### config.mk
export PLATFORM = sky130hd
export DESIGN_NAME = windowed_watchdog_control
export DESIGN_NICKNAME = d
export VERILOG_FILES = /design/src/wdt_pkg.sv /design/src/windowed_watchdog_control.sv
export VERILOG_INCLUDE_DIRS = /design/src /design/src/src
export SDC_FILE = /design/constraint.sdc
export NUM_CORES = 1
export LEC_CHECK = 0
export ABC_AREA = 1
export BUFFER_PORTS_ARGS = -buffer_cell sky130_fd_sc_hd__buf_2
export CORE_MARGIN = 5
export CORE_UTILIZATION = 40
export DETAILED_ROUTE_END_ITERATION = 7
export GPL_TIMING_DRIVEN = 0
export HOLD_SLACK_MARGIN = 0.03
export PLACE_DENSITY = 0.65
export SLEW_MARGIN = 10
export SYNTH_ARGS = -nofsm -noshare
export SYNTH_HDL_FRONTEND = slang
export SYNTH_SLANG_ARGS = --single-unit
### constraint.sdc
create_clock -name CLK -period 1.6 [get_ports CLK]
set_input_delay 0.16 -clock CLK [delete_from_list [all_inputs] [get_ports CLK]]
set_output_delay 0.16 -clock CLK [all_outputs]
set_load 0.05 [all_outputs]
### src/wdt_consts.svh
// constants for the windowed watchdog supervisor
`ifndef WDT_CONSTS_SVH
`define WDT_CONSTS_SVH
`define WDT_PERIOD_DEFAULT  32'd4096
`define WDT_CNT_W           16
`define WDT_WINDOW_DIV      2
`define WDT_SWEN_BIT        5
`define WDT_WINDOW_DISABLE_FUSE_BIT      6
`define WDT_ONE             16'h0001
`define WDT_ZERO            16'h0000
`endif

### src/wdt_pkg.sv
// types for the windowed watchdog supervisor
package wdt_pkg;
	typedef enum logic [1:0] {
		ST_OFF,
		ST_RUN,
		ST_FIRE
	} wdt_state_t;
endpackage

### src/windowed_watchdog_control.sv
// windowed watchdog counter with fuse and software enable
`timescale 1ns/1ps
`include "wdt_consts.svh"
module windowed_watchdog_control #(
	parameter int PERIOD = `WDT_PERIOD_DEFAULT
) (
	// clock and device reset
	input  wire logic        CLK,
	input  wire logic        RST,
	// configuration word one and enable fuse
	input  wire logic [15:0] CONFIG_WORD_ONE,
	input  wire logic        WATCHDOG_ENABLE_FUSE,
	// software side
	input  wire logic        WATCHDOG_CLEAR_INSTRUCTION,
	input  wire logic        SWEN_WRITE,
	input  wire logic        SWEN_WDATA,
	// status
	output logic             SOFTWARE_WATCHDOG_ENABLE,
	output logic             WINDOWED_MODE,
	output logic             WATCHDOG_RESET,
	output logic [15:0]      WATCHDOG_COUNTER
);
	localparam logic [15:0] LAST = 16'(PERIOD - `WDT_ONE);
	// window opens at the last quarter: a right shift keeps it a plain cut
	localparam logic [15:0] OPEN = 16'(PERIOD - (PERIOD >> `WDT_WINDOW_DIV));

	logic                 swen_reg, swen_next;
	logic [15:0]          cnt_reg, cnt_next;
	logic                 fire_reg, fire_next;
	wdt_pkg::wdt_state_t  state_reg, state_next;
	logic                 running, windowed, in_window, early;
	logic                 mode_reg, mode_next;

	always_comb begin
		windowed  = ~CONFIG_WORD_ONE[`WDT_WINDOW_DISABLE_FUSE_BIT];
		running   = WATCHDOG_ENABLE_FUSE | swen_reg;
		in_window = cnt_reg >= OPEN;
		early     = windowed & ~in_window;
		swen_next = swen_reg;
		if (SWEN_WRITE) begin
			swen_next = SWEN_WDATA;
		end
		cnt_next   = cnt_reg;
		fire_next  = 1'b0;
		state_next = state_reg;
		case (state_reg)
			wdt_pkg::ST_OFF: begin
				cnt_next = `WDT_ZERO;
				if (running) begin
					state_next = wdt_pkg::ST_RUN;
				end
			end
			wdt_pkg::ST_RUN: begin
				if (!running) begin
					state_next = wdt_pkg::ST_OFF;
					cnt_next   = `WDT_ZERO;
				end else if (WATCHDOG_CLEAR_INSTRUCTION && early) begin
					state_next = wdt_pkg::ST_FIRE;
					fire_next  = 1'b1;
				end else if (WATCHDOG_CLEAR_INSTRUCTION) begin
					cnt_next = `WDT_ZERO;
				end else if (cnt_reg >= LAST) begin
					state_next = wdt_pkg::ST_FIRE;
					fire_next  = 1'b1;
				end else begin
					cnt_next = cnt_reg + `WDT_ONE;
				end
			end
			wdt_pkg::ST_FIRE: begin
				// reset pulse stands until the system reasserts RST
				fire_next = 1'b1;
			end
			default: begin
				state_next = wdt_pkg::ST_OFF;
			end
		endcase
	end

	always_ff @(posedge CLK) begin
		if (RST) begin
			swen_reg  <= 1'b0;
			cnt_reg   <= `WDT_ZERO;
			fire_reg  <= 1'b0;
			state_reg <= wdt_pkg::ST_OFF;
		end else begin
			swen_reg  <= swen_next;
			cnt_reg   <= cnt_next;
			fire_reg  <= fire_next;
			state_reg <= state_next;
		end
	end

	assign SOFTWARE_WATCHDOG_ENABLE = swen_reg;
	// status pin is registered; the clear decision uses the live bit so an
	// early clear is judged in the same cycle it arrives
	always_comb begin
		mode_next = ~CONFIG_WORD_ONE[`WDT_WINDOW_DISABLE_FUSE_BIT];
	end

	always_ff @(posedge CLK) begin
		if (RST) begin
			mode_reg <= 1'b0;
		end else begin
			mode_reg <= mode_next;
		end
	end

	assign WINDOWED_MODE            = mode_reg;
	assign WATCHDOG_RESET           = fire_reg;
	assign WATCHDOG_COUNTER         = cnt_reg;
endmodule // windowed_watchdog_control

-- Yosys cells after proc, flatten, opt, wreduce, memory -nomap -nowiden
Index checks and enable logic that the tools add are counted.
- $add $sub $neg: 1
- $lt $le $gt $ge: 2
- equal/unequal tests: 7
- mux-type cells: 16
- bitwise operators: 5
- reduce and logical (&&, ||, !) cells: 5
- operator list (operator ; number):
    two-way mux 16 bit ; 4
    >= comparator 16 x 12 -> 1 bit (second input constant) ; 2
    one-hot mux 16 bit (2 select lines) ; 1
    adder 16 x 1 -> 16 bit (second input constant) ; 1
    != test 4 bit (second input constant) ; 3
    two-way mux 2 bit ; 5
    one-hot mux 2 bit (3 select lines) ; 1
    two-way mux 1 bit ; 4
    AND reduction 4 bit ; 1
    != test 3 bit (second input constant) ; 1
    inverter 1 bit ; 3
    AND reduction 3 bit ; 1
    equality test 2 x 1 -> 1 bit (second input constant) ; 1
    equality test 2 bit (second input constant) ; 1
    zero test 2 bit ; 1
    != test 2 bit (second input constant) ; 1
    one-hot mux 1 bit (2 select lines) ; 1
    nonzero test 2 bit ; 1
    bitwise AND 1 bit ; 1
    logical AND 1 bit ; 1
    OR 1 bit ; 1
- register bits: 21
- output and inout bits: 19
- logic and storage cells: 41

-- Longest topological paths before layout
Gate-level depths: netlist of run 1.
- word-level depth: 7
- gate-level depth with buffers: 11
- depth with buffers taken out: 10

-- Worst setup path before layout of run 1
OpenSTA, ideal clock, no wires.
- kind: flip-flop to flip-flop
- from: register cnt_reg[0], in the netlist WATCHDOG_COUNTER[0]
- to: register cnt_reg[8], in the netlist WATCHDOG_COUNTER[8]
- arrival: 1.762 ns
- data required time: 1.491 ns
- setup slack: -0.271 ns
- stages on the path, launching flop included: 12
- period minus slack after synthesis: 1.871 ns
- path through: dfxtp_1 -> ha_1 -> nand2_2 -> nor2_4 -> nand3_2 -> nand2_2 -> nand3_4 -> buf_6 -> nand3_1 -> nand2_1 -> clkinv_1 -> nor2_2
- longest elaborated chain between the ends: 6
- elaborated cells between the ends (all ways): 14
- those cells by class: add/sub (1); order compare (2); eq/ne (2); mux (5); bitwise (2); reduce/logical (2)
- ends and longest elaborated chain (element ; line ; source):
    start, declared ; windowed_watchdog_control.sv:28 ; logic [15:0] cnt_reg, cnt_next;
    start signal, assigned ; windowed_watchdog_control.sv:82 ; cnt_reg <= `WDT_ZERO;
    start signal, assigned ; windowed_watchdog_control.sv:87 ; cnt_reg <= cnt_next;
    adder 16 x 1 -> 16 bit (no line) or >= comparator 16 x 12 -> 1 bit (tied branches) ; -- ;
    two-way mux 16 bit or inverter 1 bit (tied branches) ; windowed_watchdog_control.sv:62, windowed_watchdog_control.sv:38 ;
    two-way mux 16 bit or bitwise AND 1 bit (tied branches) ; windowed_watchdog_control.sv:60, windowed_watchdog_control.sv:38 ;
    two-way mux 16 bit or logical AND 1 bit (tied branches) ; windowed_watchdog_control.sv:57 ; end else if (WATCHDOG_CLEAR_INSTRUCTION && early) begin
    two-way mux 16 bit or != test 3 bit (tied branches) ; -- ;
    one-hot mux 16 bit (2 select lines) or AND reduction 3 bit (tied branches) ; -- ;
Parallel ways exist; a longest one is shown, timed or not. The select of a mux whose other input is x is not followed.
A chain may end at the register's enable or synchronous reset.

-- Worst setup path in the final report of run 1
- from: register state_reg[0]
- to: register cnt_reg[4], in the netlist WATCHDOG_COUNTER[4]
- longest elaborated chain between the ends: 3
- elaborated cells between the ends (all ways): 7
- those cells by class: eq/ne (3); mux (1); reduce/logical (3)
- ends and longest elaborated chain (element ; line ; source):
    start, declared ; windowed_watchdog_control.sv:30 ; wdt_pkg::wdt_state_t state_reg, state_next;
    start signal, assigned ; windowed_watchdog_control.sv:84 ; state_reg <= wdt_pkg::ST_OFF;
    start signal, assigned ; windowed_watchdog_control.sv:89 ; state_reg <= state_next;
    equality test 2 x 1 -> 1 bit or zero test 2 bit (tied branches) ; windowed_watchdog_control.sv:46 ; case (state_reg)
    != test 4 bit (no line), or another cell as far along ; -- ;
    AND reduction 3 bit (no line) ; -- ;
Parallel ways exist; a longest one is shown, timed or not.

==> results of run 1 <==
layout make-up:
class / instances / area, µm²
Buffer: 5 / 45.0
Multi-Input combinational cell: 127 / 708
Tap cell: 44 / 55.1
Sequential cell: 21 / 440
Timing Repair Buffer: 29 / 160
Fill cell: 344 / 1510
Inverter: 29 / 109
Clock buffer: 3 / 22.5
Clock inverter: 1 / 5.00
layout by cell type, fill, tap and decap left out, types with 2 or more instances in the layout:
| cell | instances |
|---|---|
| a21oi_1 | 9 |
| buf_2 | 25 |
| buf_4 | 3 |
| buf_6 | 3 |
| clkbuf_4 | 3 |
| clkinv_1 | 7 |
| dfxtp_1 | 9 |
| dfxtp_2 | 10 |
| dfxtp_4 | 2 |
| dlygate4sd3_1 | 2 |
| ha_1 | 4 |
| inv_1 | 21 |
| nand2_1 | 42 |
| nand2_2 | 2 |
| nand3_1 | 18 |
| nand4_1 | 11 |
| nor2_1 | 15 |
| nor2_2 | 9 |
| nor2_4 | 3 |
| nor3_1 | 4 |
critical path: stages (launching register included):
cell     delay (ns)
dfxtp_2        0.36
inv_1          0.06
ha_1           0.22
or2_4          0.28
buf_4          0.18
nand2_4        0.12
nand2_1        0.07
a21oi_2        0.11
stage by stage:
stage | hold slack [ns] | setup WS [ns] | cells | power [µW] | setup TNS [ns]
2_1_floorplan | 0.219 | 0.000888 | 182 | 860 | 0
3_3_place_gp | 0.334 | -0.000782 | 251 | 940 | -0.000782
3_5_place_dp | 0.341 | 0.00159 | 251 | 941 | 0
4_1_cts | 0.0599 | 0.0190 | 257 | 1210 | 0
5_1_grt | 0.0723 | 0.00235 | 259 | 1290 | 0
6_report | 0.0710 | 0.125 | 259 | 1210 | 0
layer usage:
| layer | track usage | share of wire |
|---|---|---|
| met3 | 0.0425 | 0.058 |
| met2 | 0.229 | 0.47 |
| met4 | 0.0381 | 0.013 |
| met1 | 0.180 | 0.46 |
| met5 | 0 | 0 |
timing repair:
action                                  in CTS  in global routing
hold endpoints to repair                     2                  0
hold buffers                                 2                  0
pin swaps                                    0                  3
setup buffers                                0                  2
endpoints found under the setup margin       3                 15
resized for setup                            1                  5
power breakdown:
part           internal [µW]  switching (µW)  leakage (µW)
clock network           93.3             165     0.0000177
registers                539            14.5      0.000176
logic                    140             254      0.000445
total                    773             433      0.000639
cells by family (layout without fill, tap and decap cells):
logic type,Yosys count,count (layout)
simple gates,109,109
buf+inv,34,67
flops,21,21
compound gates,13,13
fa+ha+maj,5,5
cell usage after synthesis:
master | n | area share
nor2_2 | 9 | 0.045
ha_1 | 5 | 0.050
nand2_1 | 42 | 0.12
or2_2 | 2 | 0.0099
clkinv_1 | 7 | 0.021
o21ai_2 | 1 | 0.0069
nand3_1 | 18 | 0.071
nor2_4 | 3 | 0.027
o21ai_0 | 1 | 0.0040
nand3_2 | 1 | 0.0079
buf_6 | 3 | 0.027
clkbuf_1 | 1 | 0.0030
nand4_1 | 11 | 0.054
dfxtp_1 | 21 | 0.33
inv_2 | 1 | 0.0030
nor3_1 | 4 | 0.016
buf_4 | 1 | 0.0059
nand2_2 | 2 | 0.0099
nand3_4 | 1 | 0.014
nand2_4 | 1 | 0.0089
a21oi_1 | 10 | 0.040
nor2_1 | 15 | 0.045
inv_1 | 21 | 0.062
a21oi_4 | 1 | 0.013
final timing paths:
check	endpoint	depth (start not counted)	from	slack (ns)
worst min register to register	WATCHDOG_COUNTER[15]$_SDFFE_PP0P_	2	WATCHDOG_COUNTER[15]$_SDFFE_PP0P_	0.46
worst min-delay path	SOFTWARE_WATCHDOG_ENABLE$_SDFFE_PP0P_	3	SWEN_WDATA	0.07
worst max-delay path	WATCHDOG_COUNTER[4]$_SDFFE_PP0P_	7	state_reg[0]$_SDFFE_PP0P_	0.12
worst max register to register	WATCHDOG_COUNTER[4]$_SDFFE_PP0P_	7	state_reg[0]$_SDFFE_PP0P_	0.12
==> key figures, run 1 <==
Outcome
  • Status: finished, final reports clean

Critical path
  • CP Data Required Time: ~1.8 ns
  • Crit path launch type: flip-flop
  • Setup CP Type: reg -> reg
  • CP arrival: ~1.7 ns
  • Nature of the critical path endpoint: flip-flop
  • Worst-path maximum fanout: 10

Job
  • Max-capacitance violation count: 0

STA
  • Period utilization: 0.922
  • Fin crit period: approximately 1.5 ns
  • Setup Skew: 0.00497 ns
  • Final setup fails: 0
  • Max Slew Vio Count: 0
  • Worst rel slew slack: 0.695
  • Hold Violations, Final: 0
  • Slew @ Worst Pin: 0.458 ns
  • FMAX: slightly below 700 MHz
  • RSZ-0062 raised after global routing: no

Finish
  • Max FFs per register: 16
  • Final Cell Area: around 1500 µm²
  • Final #Nets: between 200 and 250
  • Final core occ: 0.506
  • ANT cells: 0
  • Fraction of layout cells with a size suffix above 1: 0.330
  • Synth-to-Final Area Change: 22.3%

Detailed routing
  • DR vias/cell: around 4.7
  • Final ANT Viol Nets: 0
  • Detailed Routing Iterations Pass 1: 4
  • Detailed Route WL: between 2000 and 3000 µm
  • Routed wire per std cell: about 10 µm
  • Drt drc: 0
  • Via count: 1219
  • Initial DRC Count: 74

Floorplan
  • Die width: 66.2 µm
  • I/O pin count: between 40 and 50
  • Die area: between 4000 and 5000 µm²
  • DIE HEIGHT: between 60 and 70 µm
  • Core Rows: 20
  • Initial Util: 0.414
  • Core area: about 3000 µm²

Clock network
  • Clock slew at reported path FFs: roughly 0.12 ns
  • Clock sinks: 21
  • Num CTS Buffers: 3
  • CTS H-tree depth: 1
  • Worst skew pair latency: between 0.3 and 0.4 ns
  • Clock root buffer: clkbuf_4
  • CTS tree: yes
  • Clock buffer depth: 2

Synthesis
  • Simple-gate share of the synthesized area: 0.433
  • Syn Inst Count: ~180
  • Synth Area per Inst: ~6.9 µm²
  • Distinct cells, synth: 24
  • Post-synthesis sequential element count: 21
  • Mux cell area share after synthesis: 0
  • Post-Synth Adder-Cell Area: 0.0495
  • Synth Area in Compound Gates: 0.0634
  • Syn. warnings: 0
  • Syn Nets: roughly 210
  • Mapped Area: 1260 µm²
  • Xor-xnor portion of the synthesized cell area: 0
  • Combinational family with the most area after synthesis: simple AND/OR/NAND/NOR gates
  • Register area share after synthesis: 0.333

Global route
  • Number of global-route vias before repair: about 1100
  • First-pass GRT wire length: a little under 5000 µm
  • Grt ovf: 0
  • GRT Total Usage: 0.141
  • Largest net degree at the start of global routing: 13
  • Initial antenna violation count: 0

Placed design
  • DP Area: roughly 1500 µm²
  • Routability Congestion: around 0.8
  • Dpl hpwl: approximately 2100 µm
  • I/O Buffers: 25

Min path
  • Worst Hold Class: in -> reg

Power
  • Static Leak: ~0.00064 µW
  • Peak VDD IR: roughly 0.43 mV
  • P per Cell Area: just under 800 nW/µm²
Note: power is estimated with default switching activity, not from simulation.
==> run 2: changes to the inputs <==
ABC_AREA = unset   (was 1)
PLACE_DENSITY = 0.68   (was 0.65)
clock period = 1.7 ns   (was 1.6 ns; I/O delays follow)
==> run 2 against run 1 <==
Compared with the run above:
- the run now ends with setup timing left
- sequential cell count unchanged
- critical path type unchanged
- clock power fell by 6%
- register-to-register slack got worse by 0.59 ns
- fmax down 32%
==> key figures, run 2 <==
Min path
  • Hold path depth: 3
  • Worst Hold Class: in -> reg

Synthesis
  • Distinct cells, synth: 37
  • Synth area leaders: dfxtp_1 41%, ha_1 6.0%, nor2_1 5.1%, xor2_1 5.1%, or4_1 3.6%
  • Ys flop type: dfxtp_1
  • Top cell type's share of synthesized area: 0.405
  • EDFF count, synth: 0
  • Post-synthesis sequential element count: 21
  • Register area share after synthesis: 0.405
  • Area leader, netlist: dfxtp_1
  • Syn Nets: between 100 and 150
  • Synth top cells by count: 21 x dfxtp_1, 14 x nor2_1, 8 x nand2_1, 6 x a21oi_1, 6 x xor2_1
  • Synth Area per Inst: approximately 9.3 µm²
  • Leading cell type by number of instances after synthesis: dfxtp_1
  • Mapped Area: a little over 1000 µm²
  • Syn. warnings: 0
  • Async SR Flop Fraction: 0
  • Syn Inst Count: 111

Placed design
  • I/O Buffers: 24
  • Dpl hpwl: between 1500 and 2000 µm
  • Routability Congestion: approximately 0.8

STA
  • Hold Violations, Final: 0
  • Setup Skew: around 0.0018 ns
  • RSZ-0062 raised after global routing: yes
  • Max Slew Vio Count: 0
  • Slew @ Worst Pin: around 0.47 ns
  • Fin crit period: approximately 2.2 ns
  • Final setup margin: -0.468 ns
  • Period utilization: 1.28
  • FMAX: roughly 460 MHz
  • Worst rel slew slack: 0.685
  • Hold slack: around 0.089 ns
  • Final setup fails: 19

Critical path
  • Worst-path maximum fanout: 6
  • CP arrival: 2.43 ns
  • Crit path launch type: flip-flop
  • Nature of the critical path endpoint: flip-flop
  • Reg2reg path depth: 7
  • Setup CP Type: reg -> reg
  • CP Data Required Time: between 1.5 and 2 ns

Clock network
  • CTS H-tree depth: 1
  • Clock sinks: 21
  • Num CTS Buffers: 3
  • Clock buffer depth: 2
  • Clock slew at reported path FFs: approximately 0.11 ns
  • Worst skew pair latency: 0.31 ns
  • CTS tree: yes
  • Clock root buffer: clkbuf_4

Outcome
  • Failing checks: setup timing
  • Status: finished, violations left

Floorplan
  • Core area: about 2500 µm²
  • Die area: roughly 3700 µm²
  • Core Rows: 18
  • DIE HEIGHT: between 60 and 70 µm
  • I/O pin count: 41
  • Die width: about 61 µm
  • Initial Util: 0.419

Global route
  • Initial antenna violation count: 0
  • Grt ovf: 0
  • First-pass GRT wire length: between 4000 and 5000 µm
  • Number of global-route vias before repair: roughly 990
  • GRT Total Usage: 0.155
  • Largest net degree at the start of global routing: 12

Finish
  • Most frequent cells in the layout: 24 x buf_2, 14 x buf_4, 10 x dfxtp_1
  • Final #Nets: roughly 190
  • ANT cells: 0
  • Synth-to-Final Area Change: 53.3%
  • Fraction of layout cells with a size suffix above 1: 0.588
  • Multi-input gate area: 747 µm²
  • Fillcell total: 214
  • Max FFs per register: 16
  • Commonest non-fill, non-tap cell in the layout: buf_2
  • FF/Latch Area: 447 µm²

Job
  • Max-capacitance violation count: 0

Detailed routing
  • DR vias/cell: 5.39
  • Via count: about 1000
  • Initial DRC Count: 34
  • Routed wire per std cell: about 15 µm
  • Drt drc: 0
  • Detailed Routing Iterations Pass 1: 4
  • Final ANT Viol Nets: 0
  • Detailed Route WL: ~2800 µm

Power
  • Total power draw: about 1200 µW
  • Peak VDD IR: between 0.7 and 0.8 mV
  • Static Leak: approximately 0.00065 µW
  • P per Cell Area: 746 nW/µm²
## run 2: cell count changes after synthesis, moves of 5 or more
| cell | change |
|---|---|
| nand2_1 | -34 |
| nand3_1 | -15 |
| or4_1 | +5 |
| clkinv_1 | -7 |
| nor2_2 | -9 |
| nand4_1 | -8 |
| xor2_1 | +6 |
| inv_1 | -17 |
## run 2: layout make-up
type,count,area share
buffer,3,0.0142
clock buffer,4,0.0165
inverter,4,0.00944
multi-input combinational,84,0.470
sequential,21,0.281
tap,30,0.0236
timing repair buffer,44,0.186
## run 2: repair_timing
action                                 in CTS  in global routing
resized for setup                          17                 31
endpoints found under the hold margin       0                  1
buffers inserted                            9                 11
gates cloned                                1                  0
setup endpoints to repair                  18                 19
hold buffers                                0                  1
pin swaps                                  15                 15
## run 2: path summary, 6_finish.rpt
kind / startpoint / end / slack (ns)
min: SWEN_WDATA / SOFTWARE_WATCHDOG_ENABLE$_SDFFE_PP0P_ / 0.09
min reg2reg: WATCHDOG_COUNTER[13]$_SDFFE_PP0P_ / WATCHDOG_COUNTER[13]$_SDFFE_PP0P_ / 0.50
max reg2reg: WATCHDOG_COUNTER[15]$_SDFFE_PP0P_ / WATCHDOG_COUNTER[7]$_SDFFE_PP0P_ / -0.47
max: WATCHDOG_COUNTER[15]$_SDFFE_PP0P_ / WATCHDOG_COUNTER[7]$_SDFFE_PP0P_ / -0.47
## run 2: critical path: stages (launching register included)
cell and delay, ns:
dfxtp_4 0.36, or4_4 0.58, o21ai_4 0.20, a21oi_4 0.08
or2_1 0.23, buf_6 0.14, or4_4 0.48, nand2_2 0.06
## run 2: where the power goes
part / internal, µW / switching (µW)
clock: 91.6 / 151
combinational: 195 / 239
sequential: 499 / 11.3
## run 2: per-stage QoR
step	TNS, ns	instances	utilization	cell area, µm²	worst slack, ns
2_1_floorplan	-4.86	111	-	1060	-0.545
3_5_place_dp	-6.25	165	0.491	1220	-0.647
5_1_grt	-6.03	190	0.642	1590	-0.534
3_3_place_gp	-5.64	165	0.491	1220	-0.595
6_report	-4.63	190	0.642	1590	-0.468
4_1_cts	-4.28	179	0.564	1400	-0.410
## run 2: logic make-up (layout without fill, tap and decap cells)
family / after synthesis / count (layout) / synth area share
and+or+nand+nor: 46 / 46 / 0.257
buffers and inverters: 7 / 55 / 0.0362
adders and majority gates: 5 / 5 / 0.0603
muxes: 2 / 2 / 0.0193
AOI/OAI and AO/OA: 24 / 25 / 0.171
xor gates and xnor gates: 6 / 6 / 0.0507
DFF: 21 / 21 / 0.405
## run 2: per-layer routing
layer | vias up | track usage | routed length (µm)
met3 | 6 | 0.0553 | 186
li1 | 505 | - | -
met4 | 0 | 0.0372 | 37
met5 | - | 0 | 0
met1 | 477 | 0.186 | 1110
met2 | 36 | 0.266 | 1510
==> run 3: changes to the inputs <==
ABC_AREA = 1   (was unset)
PLACE_DENSITY = 0.65   (was 0.68)
==> run 3 against run 2 <==
Compared with the run above:
- the flow now finishes without violations
- clock power up 6%
- first-iteration DRC count up 76%
- worst setup slack better by 0.58 ns
- register-to-register slack better by 0.58 ns
- sequential share of layout area up 0.29 points
- combinational power down 17%
- critical endpoint is now WATCHDOG_COUNTER[3]$_SDFFE_PP0P_
- largest power group unchanged
==> key figures, run 3 (synthesis gave the netlist of run 1 again) <==
Outcome
  • Status: finished, final reports clean

Clock network
  • Clock sinks: 21
  • Clock slew at reported path FFs: between 0.1 and 0.15 ns
  • Clock root buffer: clkbuf_4
  • Worst skew pair latency: slightly above 0.3 ns
  • Clock buffer depth: 2
  • Post-CTS Setup Bufs: 0
  • CTS H-tree depth: 1
  • Num CTS Buffers: 3
  • CTS tree: yes

Floorplan
  • Die area: 4380 µm²
  • Core area: roughly 3100 µm²
  • Initial Util: 0.414
  • DIE HEIGHT: 66.2 µm
  • I/O pin count: 41
  • Die width: 66.2 µm
  • Core Rows: 20

Finish
  • Final core occ: 0.491
  • ANT cells: 0
  • Commonest non-fill, non-tap cell in the layout: nand2_1
  • Synth-to-Final Area Change: 18.6%
  • Most frequent cells in the layout: 42 x nand2_1, 25 x buf_2, 21 x inv_1
  • Max FFs per register: 16
  • Final instance count without filler cells: 257
  • Final #Nets: around 240
  • Fraction of layout cells with a size suffix above 1: 0.268

Detailed routing
  • DR vias/cell: approximately 4.6
  • Drt drc: 0
  • Via count: 1193
  • Final ANT Viol Nets: 0
  • Detailed Route WL: 2720 µm
  • Detailed Routing Iterations Pass 1: 4
  • Initial DRC Count: 60
  • Routed wire per std cell: around 11 µm

Job
  • Max-capacitance violation count: 0

Placed design
  • I/O Buffers: 25
  • Dpl hpwl: about 2100 µm
  • Routability Congestion: roughly 0.8
  • Dpl cells: about 250

Global route
  • Number of global-route vias before repair: 1088
  • GRT Total Usage: 0.137
  • Initial antenna violation count: 0
  • GR peak layer: met2
  • Met1 usage: 0.155
  • Largest net degree at the start of global routing: 14
  • Grt ovf: 0
  • Met3 Use GR: 0.0442
  • Met2 Resource Use GR: 0.245
  • First-pass GRT wire length: 4710 µm

Critical path
  • Worst-path maximum fanout: 10
  • FF-to-FF End: WATCHDOG_COUNTER[3]$_SDFFE_PP0P_
  • Nature of the critical path endpoint: flip-flop
  • CP arrival: 1.84 ns
  • CP Cell Sequence: inv_1 -> ha_1 -> or2_2 -> buf_4 -> nand2_4 -> nand2_1 -> a21oi_1
  • CP Depth: 7
  • Reg2reg path depth: 7
  • CP Data Required Time: ~2.0 ns
  • Worst r2r src: state_reg[0]$_SDFFE_PP0P_
  • CP Buf/Inv Count: 2
  • Crit path launch type: flip-flop
  • Crit-path slowest cell: dfxtp_1
  • Delay-heaviest family, CP: simple AND/OR/NAND/NOR gates
  • Flop2flop setup slack: ~0.12 ns
  • Critical path's largest stage delay: between 0.3 and 0.4 ns
  • Setup CP Type: reg -> reg

STA
  • Setup TNS Final: 0 ns
  • Worst rel slew slack: 0.711
  • Hold Violations, Final: 0
  • Period utilization: 0.932
  • FMAX: 631 MHz
  • Final setup fails: 0
  • RSZ-0062 raised after global routing: no
  • Fin crit period: around 1.6 ns
  • Slew @ Worst Pin: 0.434 ns
  • Max Slew Vio Count: 0
  • Setup Skew: 0.00635 ns

Power
  • Static Leak: 0.000621 µW
  • Total power draw: between 1000 and 1500 µW
  • P per Cell Area: between 700 and 800 nW/µm²
  • Peak VDD IR: 0.616 mV

Min path
  • Worst hold start: SWEN_WDATA
  • Hold endpoint: SOFTWARE_WATCHDOG_ENABLE$_SDFFE_PP0P_
  • Worst Hold Class: in -> reg
  • Hold path depth: 3
run 3: cell count changes in the layout (fill, tap and decap cells not counted), sizes merged, moves of 4 or more:
cell    previous run  this run
or4                6         0
buf               45        29
clkinv             0         7
o211ai             4         0
nor2              14        27
nand3              3        20
inv                4        22
nand4              3        11
nand2              8        45
a21oi              7        11
o21ai              6         2
xor2               6         0
run 3: power by group:
part / internal (µW) / total (µW) / switching, µW
sequential: 507 / 519 / 11.4
combinational: 120 / 359 / 239
clock: 89.8 / 257 / 167
total: 718 / 1140 / 418
run 3: worst max-delay path by stage:
stage / end / from
final: WATCHDOG_COUNTER[3]$_SDFFE_PP0P_ / state_reg[0]$_SDFFE_PP0P_
after global routing: WATCHDOG_COUNTER[4]$_SDFFE_PP0P_ / state_reg[0]$_SDFFE_PP0P_
after CTS: WATCHDOG_COUNTER[3]$_SDFFE_PP0P_ / state_reg[0]$_SDFFE_PP0P_
after detailed placement: WATCHDOG_COUNTER[3]$_SDFFE_PP0P_ / state_reg[0]$_SDFFE_PP0P_
after global placement: WATCHDOG_COUNTER[3]$_SDFFE_PP0P_ / state_reg[0]$_SDFFE_PP0P_
after floorplan: WATCHDOG_COUNTER[8]$_SDFFE_PP0P_ / WATCHDOG_COUNTER[4]$_SDFFE_PP0P_
run 3: metrics by stage:
stage	hold WS, ns	setup slack (ns)	area [µm²]
after floorplan	0.232	0.0138	1270
after global routing	0.0725	0.000788	1500
after CTS	0.0568	0.0974	1500
after global placement	0.346	0.159	1450
after detailed placement	0.346	0.131	1450
final	0.0694	0.116	1500
run 3: worst reg2reg max path, delay by kind of cell, from the launching register on:
family                   cells  cell delay [ns]
AND/OR/NAND/NOR              3             0.54
AO/OA/AOI/OAI                1             0.12
buffers and inverters        2             0.27
flip-flops                   1             0.37
adder cells (fa/ha/maj)      1             0.22
run 3: layout make-up:
class,instances,area (µm²)
Buffer,5,45.0
Timing Repair Buffer,27,145
Inverter,29,109
Clock inverter,1,7.51
Clock buffer,3,22.5
Fill cell,332,1550
Multi-Input combinational cell,127,689
Sequential cell,21,425
Tap cell,44,55.1
run 3: per-layer routing:
metal,share of wire,up-vias
li1,-,643
met1,0.48,528
met2,0.48,20
met3,0.041,2
met4,0.0059,0
met5,0,-
run 3: timing repair:
| item | CTS | global route |
|---|---|---|
| endpoints found under the hold margin | 2 | 0 |
| endpoints found under the setup margin | 0 | 1 |
| hold buffers | 2 | 0 |
| resized for setup | 0 | 1 |
